`src/design/dsr_consts.vh`:
```
// constants for the dual 8-bit shift register block
`ifndef DSR_CONSTS_VH
`define DSR_CONSTS_VH

`define DSR_NUM_REGS 2
`define DSR_STAGES 8
`define DSR_STAGE_CLEAR 8'h00
`define DSR_INV_CLEAR 1'b1
`define DSR_SYNC_CLEAR 2'h0
`define DSR_FIFO_DEPTH 16
`define DSR_FIFO_AW 4
`define DSR_FIFO_WIDTH 18
`define DSR_WORD_MASK_LSB 16

`endif

```
`src/design/dsr_shift.v`:
```
// dual 8-bit shift register with input mux, or-ed clocks, shared clear and snapshot fifo
//
// Functional notes
// (RQ1) two independent 8-bit shift registers, sixteen stages altogether
// (RQ2) each register clocks on the or of the shared and its own clock
// (RQ3) data is taken on the combined clock rising edge only
// (RQ4) all eight stages advance together; stage zero takes the selected input
// (RQ5) no further shift while either clock stays high
// (RQ6) outside logic holds one clock high to inhibit the register
// (RQ7) select low feeds the first source, select high the second
// (RQ8) a selected bit reaches the last stage after eight effective edges
// (RQ9) low clear zeroes all sixteen stages at once, overriding everything
// (RQ10) one clear input serves both registers
// (RQ11) last stage drives a true output and an inverted output
// (RQ12) combined clock edge detected on the system clock, one shift per edge
`timescale 1ns/1ns
`default_nettype none
`include "dsr_consts.vh"

// ----------------------------------------------------------------------------
// fifo: flip-flop storage, parameterised width and depth
// ----------------------------------------------------------------------------
module dsr_fifo #(
    parameter WIDTH = `DSR_FIFO_WIDTH,
    parameter DEPTH = `DSR_FIFO_DEPTH,
    parameter AW = `DSR_FIFO_AW
) (
    input wire core_clk_i,
    input wire resetn_i,
    input wire in_valid_i,
    output wire in_ready_o,
    input wire [WIDTH-1:0] in_data_i,
    output wire out_valid_o,
    input wire out_ready_i,
    output wire [WIDTH-1:0] out_data_o
);
    reg [WIDTH-1:0] mem_r [0:DEPTH-1];
    reg [AW-1:0] wr_ptr_r;
    reg [AW-1:0] rd_ptr_r;
    reg [AW:0] count_r;
    wire push;
    wire pop;

    // full and empty come straight from the occupancy count
    assign in_ready_o = (count_r != DEPTH[AW:0]);
    assign out_valid_o = (count_r != {(AW+1){1'b0}});
    assign out_data_o = mem_r[rd_ptr_r];
    assign push = in_valid_i & in_ready_o;
    assign pop = out_valid_o & out_ready_i;

    // pointers and count; a pop and push together leave the count as is
    always @(posedge core_clk_i or negedge resetn_i) begin
        if (!resetn_i) begin
            wr_ptr_r <= {AW{1'b0}};
            rd_ptr_r <= {AW{1'b0}};
            count_r <= {(AW+1){1'b0}};
        end else begin
            if (push) begin
                wr_ptr_r <= wr_ptr_r + 1'b1;
            end
            if (pop) begin
                rd_ptr_r <= rd_ptr_r + 1'b1;
            end
            if (push && !pop) begin
                count_r <= count_r + 1'b1;
            end else if (pop && !push) begin
                count_r <= count_r - 1'b1;
            end
        end
    end

    // storage needs no reset; nothing reads an entry before it is written
    always @(posedge core_clk_i) begin
        if (push) begin
            mem_r[wr_ptr_r] <= in_data_i;
        end
    end
endmodule // dsr_fifo

// ----------------------------------------------------------------------------
// top: two shift registers behind synchronised pins
// ----------------------------------------------------------------------------
module dsr_shift (
    input wire core_clk_i,
    input wire resetn_i,
    input wire clear_all_low_i,
    input wire common_clock_pin_i,
    input wire [1:0] shift_clock_pin_i,
    input wire [1:0] source_select_i,
    input wire [1:0] first_source_in_i,
    input wire [1:0] second_source_in_i,
    output wire [1:0] last_stage_out_o,
    output wire [1:0] last_stage_inv_o,
    output wire snap_ready_o,
    output reg snap_drop_o,
    output wire snap_valid_o,
    input wire snap_ready_i,
    output wire [`DSR_FIFO_WIDTH-1:0] snap_data_o
);
    // ------------------------------------------------------------------------
    // clear and pin synchronisers
    // ------------------------------------------------------------------------
    // the clear acts without the clock, as the pin does on the real part
    wire clr_n;
    assign clr_n = resetn_i & clear_all_low_i; // RQ9 RQ10

    reg common_s1_r;
    reg common_s2_r;

    // common clock pin: two flops before anything reads it; kept out of the
    // clear so a clock held high through a clear cannot pose as a new edge
    always @(posedge core_clk_i or negedge resetn_i) begin
        if (!resetn_i) begin
            common_s1_r <= 1'b0;
            common_s2_r <= 1'b0;
        end else begin
            common_s1_r <= common_clock_pin_i;
            common_s2_r <= common_s1_r;
        end
    end

    // clear release brought onto the clock; no shift is taken while it runs
    reg [1:0] clr_run_r;
    always @(posedge core_clk_i or negedge clr_n) begin
        if (!clr_n) begin
            clr_run_r <= `DSR_SYNC_CLEAR;
        end else begin
            clr_run_r <= {clr_run_r[0], 1'b1};
        end
    end

    wire [1:0] comb_clk;
    wire [1:0] shift_en;
    wire [15:0] all_stages;

    genvar g;
    generate
        for (g = 0; g < `DSR_NUM_REGS; g = g + 1) begin : g_reg
            reg [1:0] own_s_r;
            reg [1:0] sel_s_r;
            reg [1:0] d0_s_r;
            reg [1:0] d1_s_r;
            reg comb_prev_r;
            reg [`DSR_STAGES-1:0] stage_r;
            reg inv_r;
            wire ser_in;
            wire [`DSR_STAGES-1:0] stage_nxt;

            // data and select share the clock's latency, so setup holds;
            // edge history follows the pins through a clear as well
            always @(posedge core_clk_i or negedge resetn_i) begin
                if (!resetn_i) begin
                    own_s_r <= `DSR_SYNC_CLEAR;
                    sel_s_r <= `DSR_SYNC_CLEAR;
                    d0_s_r <= `DSR_SYNC_CLEAR;
                    d1_s_r <= `DSR_SYNC_CLEAR;
                    comb_prev_r <= 1'b0;
                end else begin
                    own_s_r <= {own_s_r[0], shift_clock_pin_i[g]};
                    sel_s_r <= {sel_s_r[0], source_select_i[g]};
                    d0_s_r <= {d0_s_r[0], first_source_in_i[g]};
                    d1_s_r <= {d1_s_r[0], second_source_in_i[g]};
                    comb_prev_r <= comb_clk[g];
                end
            end

            // either input held high inhibits the other's pulses
            assign comb_clk[g] = common_s2_r | own_s_r[1]; // RQ2 RQ6
            // one shift per rising edge; high level alone does nothing
            assign shift_en[g] = comb_clk[g] & ~comb_prev_r & clr_run_r[1]; // RQ3 RQ5 RQ12
            // two-way input mux
            assign ser_in = sel_s_r[1] ? d1_s_r[1] : d0_s_r[1]; // RQ7
            // every stage moves on the same edge
            assign stage_nxt = {stage_r[`DSR_STAGES-2:0], ser_in}; // RQ4 RQ8

            // stages and inverted output; clear overrides all inputs
            always @(posedge core_clk_i or negedge clr_n) begin
                if (!clr_n) begin
                    stage_r <= `DSR_STAGE_CLEAR; // RQ9
                    inv_r <= `DSR_INV_CLEAR;
                end else begin
                    if (shift_en[g]) begin
                        stage_r <= stage_nxt; // RQ1 RQ4
                        inv_r <= ~stage_nxt[`DSR_STAGES-1]; // RQ11
                    end
                end
            end

            // true and inverted copies of the last stage, both from flops
            assign last_stage_out_o[g] = stage_r[`DSR_STAGES-1]; // RQ11
            assign last_stage_inv_o[g] = inv_r;
            assign all_stages[g*`DSR_STAGES +: `DSR_STAGES] = stage_r;
        end
    endgenerate

    // ------------------------------------------------------------------------
    // snapshot stream
    // ------------------------------------------------------------------------
    // after every shift the two registers and the mask of which moved go out;
    // the pins cannot be stalled, so a full fifo drops the word and flags it
    reg snap_pend_r;
    reg [1:0] snap_mask_r;
    wire snap_in_ready;

    always @(posedge core_clk_i or negedge resetn_i) begin
        if (!resetn_i) begin
            snap_pend_r <= 1'b0;
            snap_mask_r <= 2'h0;
            snap_drop_o <= 1'b0;
        end else begin
            snap_pend_r <= |shift_en;
            snap_mask_r <= shift_en;
            snap_drop_o <= snap_pend_r & ~snap_in_ready;
        end
    end

    assign snap_ready_o = snap_in_ready;

    dsr_fifo #(
        .WIDTH(`DSR_FIFO_WIDTH),
        .DEPTH(`DSR_FIFO_DEPTH),
        .AW(`DSR_FIFO_AW)
    ) u_fifo (
        .core_clk_i(core_clk_i),
        .resetn_i(resetn_i),
        .in_valid_i(snap_pend_r),
        .in_ready_o(snap_in_ready),
        .in_data_i({snap_mask_r, all_stages}),
        .out_valid_o(snap_valid_o),
        .out_ready_i(snap_ready_i),
        .out_data_o(snap_data_o)
    );
endmodule // dsr_shift
`default_nettype wire

```
`config.mk`:
```
export PLATFORM = sky130hd
export DESIGN_NAME = dsr_shift
export DESIGN_NICKNAME = d
export VERILOG_FILES = /design/src/design/dsr_shift.v
export VERILOG_INCLUDE_DIRS = /design/src /design/src/design
export SDC_FILE = /design/constraint.sdc
export NUM_CORES = 1
export LEC_CHECK = 0
export BUFFER_PORTS_ARGS = -buffer_cell sky130_fd_sc_hd__buf_2
export CAP_MARGIN = 20
export CORE_MARGIN = 5
export CORE_UTILIZATION = 35
export CTS_CLUSTER_DIAMETER = 120
export DETAILED_ROUTE_END_ITERATION = 10
export HOLD_SLACK_MARGIN = 0.03
export PLACE_DENSITY = 0.47
export SLEW_MARGIN = 30
export SYNTH_ARGS = -nofsm -noshare
export SYNTH_HDL_FRONTEND = slang
export SYNTH_SLANG_ARGS = --single-unit
```
`constraint.sdc`:
```
create_clock -name core_clk_i -period 7.25 [get_ports core_clk_i]
set_clock_uncertainty 0.15 [all_clocks]
set_input_delay 0.725 -clock core_clk_i [delete_from_list [all_inputs] [get_ports core_clk_i]]
set_output_delay 0.725 -clock core_clk_i [all_outputs]
set_load 0.01 [all_outputs]
```
==> out/metrics.csv, run 1 <==
metric,value,unit
die width,204.8,um
Post-synth EDFFs,288,
Worst Setup Path Type,flip-flop to primary output,
crit end category,primary output,
VDD IR-drop max,0.1865,mV
combinational power share,24.7,%
Row Count,71,
Overall Global Routing Usage,14.19,%
RSZ-0062 raised after global routing,false,
Post-DP HPWL,16210,um
FILL cells,3368,
first-pass detailed-route iteration total,5,
final core occ,40.88,%
leakage power,5.373,nW
Mapped Cells,691,
CTS Buffer Depth,3,
Hold Path Class,input pin to asynchronous set/reset pin,
Final ANT Viol Nets,0,
Antenna diodes,0,
pin count of the biggest net entering global routing,47,
Synth area leader,edfxtp_1,
CP bufs+invs,2,
fmax,0.2439,GHz
critical path's top delay family,buffers and inverters,
CTS resizes,0,
vias per cell,5.051,
reg2reg start,u_fifo.count_r[3],
"Distinct cells, synth",39,
die area,41940,sq um
clk root buf,clkbuf_16,
switching share of power,30.55,%
most frequent cells in the layout,"288 x edfxtp_1, 77 x mux2i_1, 53 x dfrtp_1",
switching power,1.898,mW
Nets,769,
async set-or-reset flop fraction in the synthesized netlist,16.52,%
top_reg_cell synth,edfxtp_1,
Critical Path Fanout Max,46,
Initial Util,35.34,%
"leading cell type in the layout, fill and taps excluded",edfxtp_1,
cell area power density,404.4,nW/um^2
Worst R2R End,u_fifo.count_r[4],
Top Ports,38,
CTS Hold Bufs,0,
Worst R2R Setup Slack,4240,ps
"Warnings, synthesis",0,
Synth-to-Final Area Change,15.68,%
Int Pwr,4.315,mW
post-DR wirelength/cell,23.02,um
CP required,6380,ps
fin cells,1285,
final setup margin,3150,ps
Rel. slew slack,35.82,%
Num CTS Buffers,38,
vias,6490,
worst r2r path cells,10,
# setup viols final,0,
slowest CP cell,dfrtp_4,
drt total wl,29580,um
# DRC,0,
outcome,finished clean,
crit path cell chain,buf_4 > mux4_2 > a22oi_1 > nand2_1 > buf_2,
DRT iter0 DRCs,445,
most area-consuming cells after synthesis,"edfxtp_1 65%, dfrtp_1 10%, mux4_2 6.1%",
max_cap viols,0,
GP Congestion,0.7139,
clk_lat worst skew,520,ps
register area share after synthesis,75.88,%
crit path launch,u_fifo.rd_ptr_r[0],
fraction of layout cells with a size suffix above 1,23.64,%
clk slew on worst S/H paths,60,ps
critical path arrival,3220,ps
# port buffers,37,
post-synthesis area per instance,19.22,sq um
Pwr Total,6.213,mW
Post-Place Setup Slack,3559,ps
final setup TNS,0,ps
Die Ht,204.8,um
Cells after DPL,1217,
min Tclk post-route,4100,ps
gr ovfl total,0,
first-pass GRT wire length,43880,um
part of the power in the clock network,30.9,%
Synth top area share,65.12,%
Post-Syn Nets,714,
fin. max-slew vios,0,
Crit path largest cell delay,770,ps
Seq pwr share,44.3,%
Yosys reg bits,345,
CTS H-tree lvls,2,
vias in the first global route,6859,
CORE AREA,37580,sq um
number of clock sinks,345,
fin crit share,56.55,%
Worst setup SP type,flip-flop,
TritonCTS clock tree,yes,
Final Hold Viols,0,
Synth Cell Area,13280,sq um
# Post-CTS Setup Buffers,0,
Tightest Pin Transition,960.5,ps
initial antenna violation count,0,
worst max path at each step:
stage / endpoint / slack [ps] / cells after the start
6_report: snap_data_o[14] / 3150 / 5
5_1_grt: snap_data_o[16] / 2910 / 6
4_1_cts: snap_data_o[17] / 2990 / 7
3_5_place_dp: snap_data_o[17] / 3560 / 7
3_3_place_gp: snap_data_o[6] / 3620 / 7
2_1_floorplan: u_fifo.mem_r[0][0] / 4530 / 5
worst reg2reg max path, cell delays in order, from the launching register on:
cell	delay [ps]
dfrtp_1	390
or3_1	430
o31a_1	390
inv_1	100
ha_1	160
inv_1	110
fa_1	430
a21o_1	190
a21oi_1	170
mux2i_1	230
xnor2_1	150
layer usage:
metal	part of all wire (%)	wire length, um	track usage [%]
met4	2.0	591	3.685
met2	48	14340	23.24
met3	4.8	1421	2.644
met1	45	13220	19.69
met5	0	0	0
area by class of cell:
| cell class | instances | area, sq um | share of cell area (%) |
|---|---|---|---|
| Clock buffer | 55 | 1129 | 7.346 |
| Clock inverter | 13 | 138.9 | 0.9041 |
| Inverter | 11 | 41.29 | 0.2688 |
| Multi-Input combinational cell | 296 | 3017 | 19.64 |
| Sequential cell | 345 | 10080 | 65.63 |
| Tap cell | 511 | 639.4 | 4.162 |
| Timing Repair Buffer | 54 | 315.3 | 2.052 |
stage by stage:
| step | hold slack, ps | cell area, sq um |
|---|---|---|
| after floorplan | 181.2 | 13280 |
| after global placement | 181.7 | 14080 |
| after detailed placement | 186.4 | 14090 |
| after CTS | 132.2 | 15350 |
| after global routing | 55.35 | 15360 |
| final | 24.82 | 15360 |
sequential cells by signal, indices dropped and copies added, names as in the netlist:
signal / count
clr_run_r: 2
common_s1_r: 1
common_s2_r: 1
g.comb_prev_r: 2
g.d0_s_r: 4
g.d1_s_r: 4
g.inv_r: 2
g.own_s_r: 4
g.sel_s_r: 4
g.stage_r: 16
snap_drop_o: 1
snap_mask_r: 2
snap_pend_r: 1
u_fifo.count_r: 5
u_fifo.mem_r: 288
u_fifo.rd_ptr_r: 4
u_fifo.wr_ptr_r: 4
cells in the mapped netlist, types with 2 or more instances:
| cell type | count |
|---|---|
| xnor2_1 | 8 |
| clkbuf_1 | 6 |
| buf_1 | 3 |
| a22oi_1 | 18 |
| and2_1 | 2 |
| dfrtp_1 | 55 |
| nand2b_1 | 2 |
| ha_1 | 9 |
| buf_2 | 13 |
| a21o_1 | 2 |
| inv_1 | 10 |
| o21ai_0 | 20 |
| a21oi_1 | 4 |
| mux4_2 | 36 |
| xor2_1 | 2 |
| nor3b_1 | 2 |
| or3_1 | 3 |
| a221oi_2 | 4 |
| edfxtp_1 | 288 |
| dfstp_2 | 2 |
| nor3_1 | 4 |
| mux2_2 | 10 |
| nand2_1 | 26 |
| buf_6 | 9 |
| mux2_1 | 6 |
| o31a_1 | 2 |
| mux2i_1 | 77 |
| a221oi_1 | 32 |
| buf_4 | 8 |
| nor2_1 | 19 |
power by group through the flow:
stage	clock (mW)	sequential (mW)	combinational (mW)
after floorplan	0	2.65	1.17
after global placement	0	2.78	1.54
after detailed placement	0	2.80	1.56
after CTS	1.97	2.76	1.57
after global routing	2.06	2.80	1.67
final	1.92	2.76	1.54
kinds of logic (layout without fill, tap and decap cells):
family	after synthesis	count (layout)	synth area share [%]
muxes	129	129	13.27
buffers and inverters	50	133	2.271
xor gates and xnor gates	10	10	0.6596
and+or+nand+nor	63	63	2.129
AOI/OAI and AO/OA	83	83	4.767
other	1	1	0.02824
adders and majority gates	10	10	0.9987
DFF	345	345	75.88
Note: power is estimated with default switching activity, not from simulation.
==> run 2: changes to the inputs <==
Clock period 7.25 ns to 3.78 ns, I/O delays scaled along.
==> out/metrics.csv, run 2 (synthesis results as in run 1) <==
metric,value,unit
outcome,finished clean,
GR peak layer,met2,
vias per cell,5.053,
Critical Path Fanout Max,27,
Final ANT Viol Nets,0,
fin cells,1308,
initial antenna violation count,0,
vias,6609,
final core occ,41.13,%
fmax,0.3044,GHz
# Post-CTS Setup Buffers,0,
crit end category,primary output,
TritonCTS clock tree,yes,
post-DR wirelength/cell,23.30,um
number of clock sinks,345,
leakage power,5.453,nW
Die Ht,204.8,um
Tightest Pin Transition,736.5,ps
min Tclk post-route,3285,ps
Overall Global Routing Usage,14.86,%
VDD IR-drop max,0.3401,mV
CTS Hold Bufs,11,
fin. max-slew vios,0,
cell area power density,762.9,nW/um^2
max FFs per register,288,
Antenna diodes,0,
first-pass detailed-route iteration total,5,
die width,204.8,um
Final Hold Viols,0,
clk root buf,clkbuf_16,
gr ovfl total,0,
Rel. slew slack,50.90,%
Row Count,71,
RSZ-0062 raised after global routing,false,
M3 GR Usage,2.849,%
Nets,795,
CTS Buffer Depth,3,
met2 Use GR,23.79,%
CORE AREA,37580,sq um
Pwr Total,11.79,mW
CTS resizes,0,
Num CTS Buffers,36,
Top Ports,38,
final setup TNS,0,ps
pin count of the biggest net entering global routing,39,
# setup viols final,0,
vias in the first global route,7118,
fraction of layout cells with a size suffix above 1,24.47,%
Initial Util,35.34,%
Cells after DPL,1233,
Synth-to-Final Area Change,16.39,%
fin crit share,86.90,%
clk slew on worst S/H paths,60,ps
DRT iter0 DRCs,383,
critical path arrival,2760,ps
Worst setup SP type,flip-flop,
first-pass GRT wire length,46440,um
most frequent cells in the layout,"288 x edfxtp_1, 77 x mux2i_1, 53 x dfrtp_1",
Hold Path Class,input pin to asynchronous set/reset pin,
max_cap viols,0,
CTS H-tree lvls,2,
# port buffers,37,
Post-DP HPWL,17390,um
die area,41940,sq um
CP required,3250,ps
clk_lat worst skew,500,ps
Post-Layout Inst Area,15460,sq um
Worst R2R Setup Slack,830,ps
worst r2r path cells,10,
# DRC,0,
met1 GRT Util,21.06,%
GP Congestion,0.7740,
drt total wl,30480,um
Worst Setup Path Type,flip-flop to primary output,
largest reg by FF count,u_fifo.mem_r,
placed cell area,14180,sq um
Regs by FF count,"u_fifo.mem_r: 288 flops, g.stage_r: 16 flops, u_fifo.count_r: 5 flops",
"leading cell type in the layout, fill and taps excluded",edfxtp_1,
run 2: changes by cell type in the layout (fill, tap and decap cells not counted), sizes merged:
cell	delta
clkinv	+1
clkbuf	-5
inv	-1
buf	+17
dlygate4sd3	+11
run 2: final cells by class:
type	instances	area [sq um]
fillers	3298	22120
flip-flops and latches	345	10080
multi-input cells	296	2964
clock buffers	50	1005
well taps	511	639.4
repair buffers	82	588.1
clock inverters	13	137.6
inverters	11	41.29
run 2: path summary, 6_finish.rpt:
| path | end | from |
|---|---|---|
| min in group core_clk_i | u_fifo.rd_ptr_r[0] | snap_ready_i |
| min reg2reg | g_reg[1].d1_s_r[1] | g_reg[1].d1_s_r[0] |
| max reg2reg | u_fifo.count_r[4] | u_fifo.count_r[3] |
| max | snap_data_o[7] | u_fifo.rd_ptr_r[0] |
| min | common_s1_r | resetn_i |
| max in group asynchronous | g_reg[1].inv_r | resetn_i |
run 2: report_power, final:
group	total [mW]	internal [mW]	switching (mW)	leakage [nW]
sequential	5.35	4.74	0.610	3.31
clock	3.41	2.06	1.36	0.558
combinational	3.03	1.32	1.70	1.58
total	11.8	8.12	3.67	5.45
run 2: through the flow:
step	worst slack, ps	hold WS, ps
CTS	481.8	164.3
global route	345.7	121.1
floorplan	1058	-67.59
finish	495.1	123.7
detailed placement	883.3	184.7
global placement	888.8	182.3
run 2: layer usage:
metal,vias up,wire length (um)
li1,2923,-
met4,0,670
met3,50,1459
met1,3497,14030
met5,-,0
met2,139,14320
run 2: critical path, cell delays in order (launching register included):
cell     delay, ps
dfrtp_4        790
buf_4          390
mux4_2         540
a22oi_1        200
nand2_1        140
buf_2          170
